===== src/common/kbd_scan_map.svh =====
`ifndef KBD_SCAN_MAP_SVH
`define KBD_SCAN_MAP_SVH

// register offsets
`define KBD_OFS_FIRST_KEY 8'h22
`define KBD_OFS_SECOND_KEY 8'h23
`define KBD_OFS_STATUS 8'h24
`define KBD_OFS_CLEAR 8'h25
`define KBD_OFS_ENABLE 8'h26

// key code layout
`define KBD_CODE_VALID_BIT 7
`define KBD_ROW_MSB 6
`define KBD_ROW_LSB 5
`define KBD_COL_MSB 4
`define KBD_KEY_RESET 8'h00
`define KBD_NO_KEY 8'h00

// matrix size
`define KBD_NUM_ROWS 4
`define KBD_NUM_COLS 20
`define KBD_LAST_COL 5'h13
`define KBD_LAST_ROW 2'h3

// status / enable bit positions and reset values
`define KBD_EV_PRESS 0
`define KBD_EV_RELEASE 1
`define KBD_STATUS_RESET 2'h0
`define KBD_ENABLE_RESET 2'h0

// timing: slow clock and system clock rates in Hz
`define KBD_SCK_HZ 32768
`define KBD_SYS_HZ 40000000
// half a slow-clock period in system cycles, rounded up
`define KBD_HALF_SCK_CYCLES ((`KBD_SYS_HZ + 2 * `KBD_SCK_HZ - 1) / (2 * `KBD_SCK_HZ))

`endif


===== src/common/kbd_scan_pkg.sv =====
package kbd_scan_pkg;

   typedef enum logic [2:0] {
      ST_IDLE,
      ST_SEG,
      ST_SCAN,
      ST_CHECK,
      ST_FRAME
   } phase_e;

   // register port request
   typedef struct packed {
      logic [7:0] addr;
      logic [7:0] wdata;
      logic wr;
      logic rd;
   } reg_req_s;

   typedef struct packed {
      phase_e st;
      logic [4:0] col;
      logic [1:0] row;
      logic [3:0] hits;
      logic [1:0] found;
      logic [7:0] cand0;
      logic [7:0] cand1;
      logic [7:0] first_pressed_key;
      logic [7:0] second_pressed_key;
      logic [1:0] status;
      logic [1:0] enable;
      logic [7:0] rdata;
      logic run;
      logic [19:0] pad_out;
      logic [19:0] pad_oe_n;
   } scan_state_s;

   typedef struct packed {
      logic [11:0] cnt;
   } timer_state_s;

endpackage


===== src/verilog/keyboard_matrix_scanner.sv =====
`timescale 1ns/100ps
`default_nettype none
`include "kbd_scan_map.svh"

module keyboard_matrix_scanner (
   input wire logic sys_clk,
   input wire logic rst,
   input wire kbd_scan_pkg::reg_req_s req,
   output logic [7:0] rdata,
   output logic irq,
   input wire logic keyscan_enable_option,
   input wire logic [1:0] scan_pulse_width_option,
   input wire logic [19:0] seg_data,
   input wire logic [3:0] scan_input_line,
   output logic [19:0] scan_output_line,
   output logic [19:0] scan_output_oe_n
);
   import kbd_scan_pkg::*;

   scan_state_s r;
   scan_state_s next_r;
   logic slot_done;
   logic [7:0] code;

   // the slot timer measures both the segment slot and the scan pulse
   scan_pulse_timer slot_timer (
      .sys_clk(sys_clk),
      .rst(rst),
      .run(r.run),
      .width_opt(scan_pulse_width_option),
      .done(slot_done)
   );

   // location code of the key under test
   assign code = {1'b1, r.row, r.col};

   // new register value for one slot at frame end
   function automatic logic [7:0] settle_key(input logic [7:0] prev, input logic [7:0] cand,
                                            input logic seen);
      logic [7:0] res;
      res = `KBD_NO_KEY;
      if (seen) begin
         if (prev != `KBD_NO_KEY && prev[6:0] == cand[6:0]) begin
            res = {1'b0, cand[6:0]};
         end else begin
            res = cand;
         end
      end
      return res;
   endfunction

   // sequencing, key capture and register port
   always_comb begin
      next_r = r;
      next_r.rdata = 8'h00;
      unique case (r.st)
         ST_IDLE: begin
            next_r.run = 1'b0;
            if (keyscan_enable_option) begin
               next_r.st = ST_SEG;
               next_r.col = 5'h00;
               next_r.found = 2'h0;
            end
         end
         ST_SEG: begin
            // segment data owns the pads for one slot before each scan pulse
            next_r.run = !slot_done;
            if (slot_done) begin
               next_r.st = ST_SCAN;
            end
         end
         ST_SCAN: begin
            next_r.run = !slot_done;
            if (slot_done) begin
               next_r.hits = scan_input_line;
               next_r.row = 2'h0;
               next_r.st = ST_CHECK;
            end
         end
         ST_CHECK: begin
            // a key beyond the second is dropped for this scan
            if (r.hits[r.row]) begin
               if (r.found == 2'h0) begin
                  next_r.cand0 = code;
                  next_r.found = 2'h1;
               end else if (r.found == 2'h1) begin
                  next_r.cand1 = code;
                  next_r.found = 2'h2;
               end
            end
            next_r.row = r.row + 2'h1;
            if (r.row == `KBD_LAST_ROW) begin
               if (r.col == `KBD_LAST_COL) begin
                  next_r.col = 5'h00;
                  next_r.st = ST_FRAME;
               end else begin
                  next_r.col = r.col + 5'h01;
                  next_r.st = ST_SEG;
               end
            end
         end
         ST_FRAME: begin
            next_r.first_pressed_key = settle_key(r.first_pressed_key, r.cand0,
                                                  r.found != 2'h0);
            next_r.second_pressed_key = settle_key(r.second_pressed_key, r.cand1,
                                                   r.found == 2'h2);
            next_r.found = 2'h0;
            next_r.st = keyscan_enable_option ? ST_SEG : ST_IDLE;
         end
      endcase

      // option off: keys forgotten, pads stay segments
      if (!keyscan_enable_option) begin
         next_r.st = ST_IDLE;
         next_r.run = 1'b0;
         next_r.first_pressed_key = `KBD_NO_KEY;
         next_r.second_pressed_key = `KBD_NO_KEY;
      end

      // sticky events: a fresh event wins over a clear in the same cycle
      if (req.wr && req.addr == `KBD_OFS_CLEAR) begin
         next_r.status = r.status & ~req.wdata[1:0];
      end
      if (r.st == ST_FRAME) begin
         if ((r.found != 2'h0 && next_r.first_pressed_key[7])
             || (r.found == 2'h2 && next_r.second_pressed_key[7])) begin
            next_r.status[`KBD_EV_PRESS] = 1'b1;
         end
         if ((r.first_pressed_key != `KBD_NO_KEY && next_r.first_pressed_key == `KBD_NO_KEY)
             || (r.second_pressed_key != `KBD_NO_KEY
                 && next_r.second_pressed_key == `KBD_NO_KEY)) begin
            next_r.status[`KBD_EV_RELEASE] = 1'b1;
         end
      end
      if (req.wr && req.addr == `KBD_OFS_ENABLE) begin
         next_r.enable = req.wdata[1:0];
      end

      // read data one cycle later; unmapped and write-only read zero
      if (req.rd) begin
         unique case (req.addr)
            `KBD_OFS_FIRST_KEY: next_r.rdata = r.first_pressed_key;
            `KBD_OFS_SECOND_KEY: next_r.rdata = r.second_pressed_key;
            `KBD_OFS_STATUS: next_r.rdata = {6'h00, r.status};
            `KBD_OFS_ENABLE: next_r.rdata = {6'h00, r.enable};
            default: next_r.rdata = 8'h00;
         endcase
      end

      // pads: one line pulsed high during scan, others released; else segments
      next_r.pad_out = seg_data;
      next_r.pad_oe_n = 20'h00000;
      if (next_r.st == ST_SCAN) begin
         next_r.pad_out = 20'h00001 << next_r.col;
         next_r.pad_oe_n = ~(20'h00001 << next_r.col);
      end
   end

   always_ff @(posedge sys_clk) begin
      if (rst) begin
         r.st <= ST_IDLE;
         r.col <= 5'h00;
         r.row <= 2'h0;
         r.hits <= 4'h0;
         r.found <= 2'h0;
         r.cand0 <= `KBD_NO_KEY;
         r.cand1 <= `KBD_NO_KEY;
         r.first_pressed_key <= `KBD_KEY_RESET;
         r.second_pressed_key <= `KBD_KEY_RESET;
         r.status <= `KBD_STATUS_RESET;
         r.enable <= `KBD_ENABLE_RESET;
         r.rdata <= 8'h00;
         r.run <= 1'b0;
         r.pad_out <= 20'h00000;
         r.pad_oe_n <= 20'h00000;
      end else begin
         r <= next_r;
      end
   end

   assign rdata = r.rdata;
   assign irq = |(r.status & r.enable);
   assign scan_output_line = r.pad_out;
   assign scan_output_oe_n = r.pad_oe_n;

   // helper: cycles spent in the current scan slot
   logic [12:0] scan_cyc;
   logic [12:0] scan_target;
   assign scan_target = 13'({10'h000, scan_pulse_width_option} + 12'h001)
                        * 13'(`KBD_HALF_SCK_CYCLES);
   always_ff @(posedge sys_clk) begin
      if (rst) begin
         scan_cyc <= 13'h0000;
      end else begin
         scan_cyc <= (r.st == ST_SCAN) ? scan_cyc + 13'h0001 : 13'h0000;
      end
   end
endmodule // keyboard_matrix_scanner

`default_nettype wire


===== src/verilog/scan_pulse_timer.sv =====
`timescale 1ns/100ps
`default_nettype none
`include "kbd_scan_map.svh"

// counts a slot of (width option + 1) half slow-clock periods while run is high
module scan_pulse_timer (
   input wire logic sys_clk,
   input wire logic rst,
   input wire logic run,
   input wire logic [1:0] width_opt,
   output logic done
);
   import kbd_scan_pkg::*;

   timer_state_s r;
   timer_state_s next_r;
   logic [11:0] target;

   // 00..11 selects 1..4 half periods
   assign target = 12'({10'h000, width_opt} + 12'h001) * 12'(`KBD_HALF_SCK_CYCLES);
   assign done = run && (r.cnt == target - 12'h001);

   // counter restarts whenever run drops, so each slot is timed afresh
   always_comb begin
      next_r = r;
      if (!run || done) begin
         next_r.cnt = 12'h000;
      end else begin
         next_r.cnt = r.cnt + 12'h001;
      end
   end

   always_ff @(posedge sys_clk) begin
      if (rst) begin
         r <= '0;
      end else begin
         r <= next_r;
      end
   end

endmodule // scan_pulse_timer

`default_nettype wire

===== config.mk =====
export PLATFORM = sky130hd
export DESIGN_NAME = keyboard_matrix_scanner
export DESIGN_NICKNAME = d
export VERILOG_FILES = /design/src/common/kbd_scan_pkg.sv /design/src/verilog/keyboard_matrix_scanner.sv /design/src/verilog/scan_pulse_timer.sv
export VERILOG_INCLUDE_DIRS = /design/src /design/src/common
export SDC_FILE = /design/constraint.sdc
export NUM_CORES = 1
export LEC_CHECK = 0
export ABC_AREA = 1
export BUFFER_PORTS_ARGS = -buffer_cell sky130_fd_sc_hd__buf_4
export CAP_MARGIN = 20
export CELL_PAD_IN_SITES_DETAIL_PLACEMENT = 1
export CELL_PAD_IN_SITES_GLOBAL_PLACEMENT = 1
export CORE_UTILIZATION = 41
export DETAILED_ROUTE_END_ITERATION = 10
export PLACE_DENSITY_LB_ADDON = 0.15
export SYNTH_ARGS = -nofsm -noshare
export SYNTH_HDL_FRONTEND = slang
export SYNTH_SLANG_ARGS = --single-unit

===== constraint.sdc =====
create_clock -name sys_clk -period 2.65 [get_ports sys_clk]
set_input_delay 0.53 -clock sys_clk [delete_from_list [all_inputs] [get_ports sys_clk]]
set_output_delay 0.53 -clock sys_clk [all_outputs]
set_load 0.005 [all_outputs]

; Yosys cells after proc, flatten, opt, wreduce, memory -nomap -nowiden
; Index checks and enable logic that the tools add are counted.
[totals]
in_bits = 47
wordCells = 121
out_inout_bits = 49
register_bits = 113
[classes]
reduce_logical = 35
order_cmp = 1
mul = 1
n_bitwise = 8
shifts = 1
mux = 33
eq_ne = 21
add_sub_neg = 5
[ops]
columns = operator, n
row1 = $mux 8, 10
row2 = $eq 8x6->1 const B, 5
row3 = $mux 40, 1
row4 = $mux 16, 2
row5 = $pmux 8 s4, 1
row6 = $not 20->20, 1
row7 = $shl 1x5->20 const A, 1
row8 = $mux 18, 1
row9 = $logic_not 8->1, 2
row10 = $reduce_bool 8->1, 2
row11 = $pmux 3 s5, 1
row12 = $eq 7x7->1, 2
row13 = $add 12x1->12 const B, 1
row14 = $eq 12x12->1, 1
row15 = $mul 12x10->12 const B, 1
row16 = $reduce_or 2->1, 6
row17 = $sub 12x1->12 const B, 1
row18 = $mux 2, 5
row19 = $pmux 5 s2, 1
row20 = $eq 3x2->1 const B, 3
row21 = $logic_and 1x1->1, 9
row22 = $mux 3, 3
row23 = $reduce_and 4->1, 2
row24 = $mux 6, 1
row25 = other kinds (27), 42

; Depth between registers and ports, before layout
; Gate-level depths: netlist of the first run.
[depth]
depth_word = 11
mapped_depth = 17
ltp_nobuf = 16

; Cells and area by module
; From an unflattened synthesis of the first run, not the netlist that was laid out.
[hier_totals]
cells_unflattened = 762
area_unflattened_um2 = 5436.5
[modules_own_cells]
columns = module, instances, area_each_um2, cells_each
row1 = keyboard_matrix_scanner, 1, 4639.4, 639
row2 = scan_pulse_timer, 1, 797.0, 123

; Worst setup path before layout of the first run
; No wires, ideal clock.
[synth_path]
kind = input-to-reg
from = in scan_pulse_width_option[1]
to = reg r (netlist bit scan_output_line[10])
slack_ns = 0.491
setup_ns = 0.115
t_arrival_ns = 2.044
path_stages = 15
path_cell_list = inv_1 ha_1 inv_1 nand2_1 nand2_1 nand2_1 nor2_1 nand2_1 nor2_2 nand4_2 a21oi_4 buf_6 nand3_2 nand2_1 nor2_1
[synth_between]
elab_chain_cells = 10
word_cells_on_any_way = 11
cone_classes = add/sub: 2 / mul: 1 / eq/ne: 2 / mux: 5 / reduce/logical: 1
[synth_lines]
columns = element, line_no
row1 = from (decl), keyboard_matrix_scanner.sv:12  ; input wire logic [1:0] scan_pulse_width_option,
row2 = $add 2x1->3 *, scan_pulse_timer.sv:20  ; assign target = 12'({10'h000, width_opt} + 12'h001) * 12'(`KBD_HALF_SCK_CYCLES);
row3 = $mul 12x10->12 *, scan_pulse_timer.sv:20
row4 = $sub 12x1->12 *, scan_pulse_timer.sv:21  ; assign done = run && (r.cnt == target - 12'h001);
row5 = $eq 12x12->1 *, scan_pulse_timer.sv:21
row6 = $logic_and 1x1->1 *, scan_pulse_timer.sv:21
row7 = "$mux 3, on equally long branches", "keyboard_matrix_scanner.sv:74, keyboard_matrix_scanner.sv:68"
row8 = $pmux 3 s5 *, keyboard_matrix_scanner.sv:56  ; unique case (r.st)
row9 = $mux 3 *, keyboard_matrix_scanner.sv:113  ; if (!keyscan_enable_option) begin
row10 = $eq 3x2->1 *, keyboard_matrix_scanner.sv:153  ; if (next_r.st == ST_SCAN) begin
row11 = $mux 40 *, keyboard_matrix_scanner.sv:153
row12 = to (signal assigned), keyboard_matrix_scanner.sv:177  ; r <= next_r;
row13 = to (decl), keyboard_matrix_scanner.sv:20  ; scan_state_s r;
; Every way passes the cells marked *; elsewhere a longest branch is shown, timed or not.
; A chain may end at the register's enable or synchronous reset.

; Final worst setup path of the first run
[layout_path]
from = in scan_pulse_width_option[1]
to = reg r (netlist bit scan_output_line[6])
; The elaborated chain is that of the path after synthesis.

==> results of run 1 <==
## synthesized netlist by cell type, types with 3 or more instances
| cell type | count |
|---|---|
| sky130_fd_sc_hd__xnor2_1 | 7 |
| sky130_fd_sc_hd__dfxtp_1 | 113 |
| sky130_fd_sc_hd__inv_2 | 9 |
| sky130_fd_sc_hd__nor2_1 | 124 |
| sky130_fd_sc_hd__buf_4 | 54 |
| sky130_fd_sc_hd__nand2_1 | 187 |
| sky130_fd_sc_hd__nand2_2 | 3 |
| sky130_fd_sc_hd__nor3b_1 | 4 |
| sky130_fd_sc_hd__nand3_1 | 36 |
| sky130_fd_sc_hd__nor2_2 | 3 |
| sky130_fd_sc_hd__nand3_2 | 22 |
| sky130_fd_sc_hd__o21ai_1 | 3 |
| sky130_fd_sc_hd__ha_1 | 9 |
| sky130_fd_sc_hd__clkbuf_1 | 10 |
| sky130_fd_sc_hd__buf_6 | 4 |
| sky130_fd_sc_hd__a21oi_1 | 63 |
| sky130_fd_sc_hd__nor3_1 | 10 |
| sky130_fd_sc_hd__buf_2 | 4 |
| sky130_fd_sc_hd__inv_1 | 78 |
| sky130_fd_sc_hd__o21ai_0 | 36 |
| sky130_fd_sc_hd__xor2_1 | 7 |
| sky130_fd_sc_hd__nand4_1 | 10 |
## stage by stage
stage,setup TNS (ns),utilization [%]
finish,0,50.5
global route,0,50.5
CTS,0,50.5
detailed placement,-0.00441,45.6
global placement,0,45.6
floorplan,0,-
## where the power goes
| group | switching (W) | leakage, nW | internal, W |
|---|---|---|---|
| Clock | 0.000789 | 0.325 | 0.00179 |
| Combinational | 0.000131 | 1.78 | 0.000106 |
| Sequential | 0.00000734 | 0.916 | 0.00172 |
## registers in the layout, indices dropped and copies added, names as in the netlist
name	count
rdata	8
scan_output_line	20
r	46
code	7
scan_output_oe_n	20
slot_timer.r	12
## cells by family after synthesis
| family | Yosys count |
|---|---|
| simple gates | 409 |
| fa+ha+maj | 9 |
| xor+xnor | 15 |
| flops | 113 |
| buf+inv | 160 |
| compound gates | 114 |
## how the worst min path moves through the flow
stage	startpoint	to	slack, ns	depth (start not counted)
final	seg_data[10]	scan_output_line[10]	0.33	3
after global routing	seg_data[11]	scan_output_line[11]	0.34	3
after global placement	r[88]	r[88]	0.44	2
after detailed placement	r[88]	r[88]	0.44	2
after CTS	seg_data[9]	scan_output_line[9]	0.32	3
after floorplan	r[88]	r[88]	0.42	2
## layer usage
layer,up-vias,wire (um),global-route usage (%),part of all wire (%)
li1,2638,-,-,-
met1,2492,6660,25.3,43
met2,83,8000,40.9,52
met3,18,502,5.50,3.3
met4,0,277,8.56,1.8
met5,-,0,0,0
## worst max-delay path, stage by stage
cell	delay, ns
sky130_fd_sc_hd__buf_4	0.12
sky130_fd_sc_hd__inv_1	0.12
sky130_fd_sc_hd__ha_1	0.28
sky130_fd_sc_hd__inv_1	0.10
sky130_fd_sc_hd__nand2_1	0.06
sky130_fd_sc_hd__nand2_1	0.09
sky130_fd_sc_hd__nand2_1	0.06
sky130_fd_sc_hd__nor2_1	0.12
sky130_fd_sc_hd__nand2_1	0.09
sky130_fd_sc_hd__nor2_2	0.17
sky130_fd_sc_hd__nand4_2	0.16
sky130_fd_sc_hd__a21oi_4	0.18
sky130_fd_sc_hd__buf_12	0.24
sky130_fd_sc_hd__nand3_2	0.13
sky130_fd_sc_hd__nand2_1	0.08
sky130_fd_sc_hd__nor2_1	0.04
## final cells by class
type / instances / area share [%]
Clock inverter: 9 / 2.50
Clock buffer: 23 / 7.11
Multi-Input combinational cell: 547 / 39.0
Inverter: 88 / 4.72
Sequential cell: 113 / 32.3
Tap cell: 180 / 3.22
Timing Repair Buffer: 99 / 11.1
==> flow_results.org, run 1 <==
** Logic synthesis
- Synthesis produced a netlist whose cell count is just over 800.
- The synthesized design contains 0 enable-type register cells.
- Dominant combinational cell family by area after synthesis :: simple AND/OR/NAND/NOR gates
- Sorting the synthesized cells by area gives the leading types as sky130_fd_sc_hd__dfxtp_1 39%, sky130_fd_sc_hd__nand2_1 12%, sky130_fd_sc_hd__nor2_1 8.0%, sky130_fd_sc_hd__buf_4 7.0%, sky130_fd_sc_hd__a21oi_1 5.4%.
- Adder-cell share of the synthesized area :: 1.93%
- A synthesized cell averages between 7 and 8 um^2.
- Synth Area in Simple Gates :: 31.6%
- Counting every net in the synthesized netlist gives ~880.
- After synthesis, the share of flip-flops with an asynchronous set or reset is 0%.
- Yosys top cell area share :: 38.8%
- Number of flip-flops and latches in the synthesized netlist :: roughly 110
- For this run, the number of Yosys warnings is 0.
- The synthesized netlist devotes 10.9% of its cell area to compound gates.
- After synthesis the cells add up to slightly below 6000 um^2.
- Synthesis instantiated 39 different standard cells from the library.
- Synth area leader :: sky130_fd_sc_hd__dfxtp_1
- The share of the Yosys chip area taken by registers is between 30 and 40%.
- Fraction of synthesized area in multiplexers :: 0%
- Summing the areas of all xor and xnor instances in the mapped netlist gives under 10% of the synthesized area.
- In the synthesized netlist the dominant register cell turns out to be sky130_fd_sc_hd__dfxtp_1.

** Floorplanning
- Effective utilization at floorplan :: a little over two fifths
- Total Die Area :: roughly 15000 um^2
- Placement Rows :: 43
- Core Box Area :: around 14000 um^2
- The die is between 100 and 150 um tall.
- In this run the count of I/O pins placed on the die edge is between 90 and 100.
- Measured along the x axis, the die boundary spans about 120 um.

** Clock tree
- Post-cts repair resize count :: 0
- Clock Latency Late Sink :: roughly 0.42 ns
- After clock tree synthesis, the clock-pin slew on the worst setup and hold paths is ~0.05 ns.
- CTS built an H-tree with a depth of 4.
- Hold buffer count at CTS :: 0
- TritonCTS built the clock tree.
- CTS root buf :: sky130_fd_sc_hd__clkbuf_16
- Number of buffers between clock root and the deepest sink :: 2
- Clock tree synthesis found a total of 113 sinks.
- Clock tree synthesis inserted a total of 17 buffers.
- The number of setup buffers added after CTS is 0.

** Drt
- In this run the remaining antenna-violating nets after routing total 0.
- DR DRC count :: 0
- The detailed router placed between 5000 and 6000 vias in this run.
- Dividing the detail-routed wire length by the instance count gives around 15 um.
- First-iteration detailed-routing DRC count :: 191
- In the routed layout, each cell is associated on average with a via count of roughly 4.9.
- The first detailed-routing pass took 4 iterations.
- WL final :: 15400 um

** Pwr
- The completed layout was analyzed and its total power is 0.00454 W.
- Across the VDD grid, the largest voltage drop is ~0.00044 V.
- Total power density per cell area :: 648 nW/um^2
- In this run the static leakage power is 3.02 nW.

** Global routing
- For this run, the total global-route usage over all layers was measured as 22.6%.
- The initial antenna violation count came to 0.
- Global-route congestion overflow total :: 0
- Number of global-route vias before repair :: 5519
- Entering global routing, the biggest net connects 42 pins.
- The first global-routing pass estimated approximately 26000 um of wire.

** Finish
- After the flow finishes, the layout carries non-filler instances totaling 1059.
- In the final design database the tool counted between 900 and 1000 nets.
- Area overhead of the layout relative to synthesis :: 20.1%
- Leading cell type in the layout, fill and taps excluded :: sky130_fd_sc_hd__nand2_1
- In the final layout, the share of cells above drive strength 1 is between 20% and 30%.
- The library cells used most frequently in the layout, excluding fill and tap cells, are 187 x sky130_fd_sc_hd__nand2_1, 124 x sky130_fd_sc_hd__nor2_1, 113 x sky130_fd_sc_hd__dfxtp_1.
- In the final layout, the multi-input gates occupy 2730 um^2.
- Counting the fill cells in the layout gives between 1500 and 2000.
- Cell area after layout :: between 7000 and 8000 um^2
- Area taken by flip-flops and latches :: about 2300 um^2
- Number of inserted diodes :: 0

** Timing
- At the pin with the least slew margin, the transition time is approximately 0.66 ns.
- Setup violations remaining at the end of the flow were counted as 0.
- Endpoints failing hold :: 0
- Period utilisation layout :: approximately 88%
- In this run the tightest slew margin relative to its limit is between 50% and 60%.
- Final min period :: around 2.3 ns
- Between clock sinks in the finished design, the worst skew comes to about 0.0072 ns.
- Across all setup checks in the final design, the least slack found is roughly 0.32 ns.
- Total count of max-transition violations in the final report :: 0
- Peak clock frequency supported by timing :: ~430 MHz
- Unrepaired setup endpoints after global routing :: no
- Hold WS :: ~0.33 ns

** Critical path
- Endpoint arrival time on the critical path :: roughly 2.6 ns
- The setup check on the worst reg-to-reg path leaves a slack of 0.46 ns.
- The critical path in this run is classified as input port to flip-flop.
- In this run the critical register-to-register path is captured at r[52].
- Required arrival time at the worst endpoint :: around 3.0 ns
- The most critical setup path has its startpoint at scan_pulse_width_option[1].
- Crit. End Element :: flip-flop
- Capture point of the critical path :: scan_output_line[6]
- Reg2Reg Launch Point :: r[99]
- Critical path launch point type :: input port
- Of all nets on the critical path, the largest fanout is slightly above 40.
- Counting cells, the worst reg-to-reg path comes to 14.

** Placed design
- At the placement stage, the worst setup path has a slack of -0.00441 ns.
- Number of placed cells counting well taps :: 1027
- Weighted congestion reported at the end of routability-driven placement :: slightly above 0.8
- After detailed placement, the total cell area comes to 6330 um^2.
- During placement, the flow inserted port buffers numbering ~90.
- The wire-length estimate of the detail-placed layout is around 11000 um.

** Run
- Max-cap violations in this run came to 0.

** Outcome
- The flow ran to the end, and the final reports show no timing, DRC or antenna violations.

** Hold path
- The path class of the tightest hold or removal check is input port to flip-flop.
No activity file was read; power rests on OpenSTA's default activity.
==> run 2: changes to the inputs <==
Settings changed: CORE_MARGIN set to 3, CORE_UTILIZATION 41 to 35, SLEW_MARGIN set to 0.
==> run 2 against run 1 <==
Utilization down 7.0 points. Sequential share of layout area about the same. Largest power group unchanged. Combinational power about the same. Clock power shrank 6%. Non-clock buffer count up 1. Sequential power barely moved. Worst hold slack improved by 0.0027 ns. First-iteration DRC count up 11%. Largest cell class unchanged. Final area hardly changed. Count of clock-buffer cells in the layout is 3 lower.
==> flow_results.org, run 2 (synthesized netlist as in run 1, its figures left out) <==
** Outcome
- Result of the run :: finished, final reports clean

** Timing
- Total of endpoints with negative setup slack in the final report :: 0 (unchanged)
- The count of final hold-check violations was 0 (unchanged).
- Setup repair after global routing left no endpoint under its margin.
- Final min period :: 2.26 ns (-0.0662 ns)
- Period utilisation layout :: 85.3% (-2.5 points)
- Peak clock frequency supported by timing :: 442 MHz (+2.9%)
- The worst-case clock skew is 0.00723 ns (+0.0000107 ns).
- The setup slack after layout is 0.390 ns (+0.0662 ns).
- Worst slew margin relative to its limit :: 56.2% (about the same)
- Total count of max-transition violations in the final report :: 0 (unchanged)
- Worst Max-Slew Pin Slew :: 0.655 ns (-0.000548 ns)
- The sum of negative setup slack was 0 ns (unchanged).

** Clock tree
- The worst-skew pair later-pin latency came to 0.41 ns (about the same).
- The clock edge transition at the registers on the reported setup and hold paths is 0.05 ns (about the same).
- The post-CTS setup buffer count is 0 (unchanged).
- The number of H-tree levels came to 4 (unchanged).
- Number of buffers between clock root and the deepest sink :: 2 (unchanged)
- Hold buffer count at CTS :: 0 (unchanged)
- The number of buffers added by the clock tree synthesis step was 17 (unchanged).
- TritonCTS built the clock tree.
- The number of clock sinks is 113 (unchanged).
- The post-cts repair resize count is 0 (unchanged).
- CTS root buf :: sky130_fd_sc_hd__clkbuf_16

** Drt
- Routed via count divided by cell count :: 4.74 (-4.0%)
- Routed vias :: 5195 (-0.69%)
- The wire length per cell was 14.3 um (-2.2%).
- The detailed-route DRC error count was 0 (unchanged).
- WL final :: 15600 um (+1.1%)
- Number of antenna-violating nets in the routed design :: 0 (unchanged)
- The initial detailed-routing violation count is 212 (+11%).
- The detailed-routing iteration count for the pre-antenna-repair pass is 4 (unchanged).

** Critical path
- Critical path peak fanout :: 23 (-44%)
- Critical path launch point type :: flip-flop
- The required time reported for the critical path endpoint came to 2.95 ns (about the same).
- The critical path data arrival time came to 2.56 ns (-0.07 ns).
- The critical path is of the flip-flop to flip-flop type.
- The worst setup path is captured at a flip-flop.

** Pwr
- Total leakage power :: 3.00 nW (-0.60%)
- The internal portion of total power came to 0.00345 W (-4.4%).
- The combinational group share of total power is 5.3% (about the same).
- Sequential share of power :: 39.4% (+1.4 points)
- The power density over the cells is 626 nW/um^2 (-3.5%).
- Worst IR Drop VDD :: 0.000456 V (+2.8%)
- P_sw :: 0.000925 W (-0.23%)
- The switching power share of the total is 21.1% (+0.71 points).
- The overall power after layout was 0.00438 W (-3.6%).
- The share of power burned in the clock network was 55.2% (-1.6 points).

** Floorplanning
- Total Die Area :: 18200 um^2 (+24%)
- The initial core utilization was 36.2% (-5.8 points).
- The chip width came to 135 um (+11%).
- The row count is 46 (+7.0%).
- Core Box Area :: 16100 um^2 (+16%)
- The height of the die is 135 um (+11%).
- Number of I/O pins :: 96 (unchanged)

** Global routing
- The number of global-route vias before repair is 5496 (-0.42%).
- Global-route congestion overflow total :: 0 (unchanged)
- Antenna violations before repair :: 0 (unchanged)
- The pin count of the biggest net entering global routing was 42 (unchanged).
- Global-route wire length before repair :: 26200 um (+0.80%)
- The total track usage came to 17.9% (-4.7 points).

** Finish
- Final Util :: 43.4% (-7.0 points)
- Number of inserted diodes :: 0 (unchanged)
- The number of nets in the layout is 923 (+0.11%).
- Ranked by flip-flop count, first place goes to r.
- The number of fillers in the final layout came to 2048 (+13%).
- The final standard cell area without fillers is 7000 um^2 (about the same).
- Flip-flop count of the largest register after layout :: 46 (unchanged)
- Highest-count cells in the layout ignoring fill and taps :: 187 x sky130_fd_sc_hd__nand2_1, 124 x sky130_fd_sc_hd__nor2_1, 113 x sky130_fd_sc_hd__dfxtp_1
- Leading cell type in the layout, fill and taps excluded :: sky130_fd_sc_hd__nand2_1
- The signed area change from the synthesized netlist to the final layout was 20.0% (about the same).
- Ratio of cells with drive above 1 in the final layout :: 20.7% (+0.11 points)

** Placed design
- Setup WS pre-CTS :: 0.0468 ns (+0.0512 ns)
- I/O Buffers :: 89 (unchanged)
- The placer's final routability congestion estimate came to 0.831 (+0.24%).
- The final HPWL from detailed placement was 11900 um (+4.8%).
- The area after detailed placement is 6370 um^2 (+0.63%).

** Hold path
- The min-delay analysis places its worst path in the category input port to flip-flop.

** Run
- The number of max-capacitance violations reported was 0 (unchanged).
run 2: changes by cell type in the layout (fill, tap and decap cells not counted):
cell / previous run / this run
sky130_fd_sc_hd__clkbuf_1: 1 / 0
sky130_fd_sc_hd__buf_4: 96 / 98
sky130_fd_sc_hd__clkinv_2: 2 / 5
sky130_fd_sc_hd__bufinv_16: 5 / 4
sky130_fd_sc_hd__buf_12: 3 / 2
sky130_fd_sc_hd__clkbuf_8: 5 / 3
run 2: path summary, 6_finish.rpt:
check,endpoint,slack (ns),startpoint,cells past startpoint
worst max-delay path,scan_output_line[18],0.39,code[6],13
worst min-delay path,scan_output_line[11],0.33,seg_data[11],3
worst max register to register,scan_output_line[18],0.39,code[6],13
worst min register to register,r[88],0.45,r[88],2
run 2: per-layer routing:
| layer | share of wire [%] | GRT usage [%] |
|---|---|---|
| met1 | 45 | 21.6 |
| met2 | 50 | 30.9 |
| met4 | 1.5 | 5.88 |
| met5 | 0 | 0 |
| met3 | 4.0 | 4.73 |
run 2: cell type report:
class / count / area (um^2) / area share (%)
clock buffers: 20 / 467 / 6.67
clock inverters: 11 / 160 / 2.29
inverters: 88 / 330 / 4.72
multi-input cells: 547 / 2730 / 39.0
flip-flops and latches: 113 / 2260 / 32.3
well taps: 216 / 270 / 3.86
repair buffers: 100 / 776 / 11.1
run 2: worst max-delay path, cell delays in order, from the launching register on:
cell and delay, ns:
sky130_fd_sc_hd__dfxtp_1 0.44, sky130_fd_sc_hd__ha_1 0.32, sky130_fd_sc_hd__nand2_1 0.11, sky130_fd_sc_hd__inv_1 0.10
sky130_fd_sc_hd__nand4_1 0.17, sky130_fd_sc_hd__nand2_2 0.17, sky130_fd_sc_hd__inv_2 0.06, sky130_fd_sc_hd__nor2_1 0.12
sky130_fd_sc_hd__nand3_2 0.12, sky130_fd_sc_hd__nand2_2 0.12, sky130_fd_sc_hd__buf_12 0.19, sky130_fd_sc_hd__nand3_2 0.09
sky130_fd_sc_hd__nand2_1 0.08, sky130_fd_sc_hd__nor2_1 0.04
run 2: through the flow:
stage	hold WS [ns]	cells
2_1_floorplan	0.424	820
3_3_place_gp	0.438	1064
3_5_place_dp	0.446	1064
4_1_cts	0.321	1095
5_1_grt	0.331	1095
6_report	0.335	1095
run 2: power groups by stage:
stage	clock (W)	sequential, W	combinational, W
after floorplan	0	0.00176	0.000145
after global routing	0.00255	0.00173	0.000262
after detailed placement	0	0.00176	0.000234
after global placement	0	0.00176	0.000228
final	0.00242	0.00173	0.000234
after CTS	0.00247	0.00173	0.000237
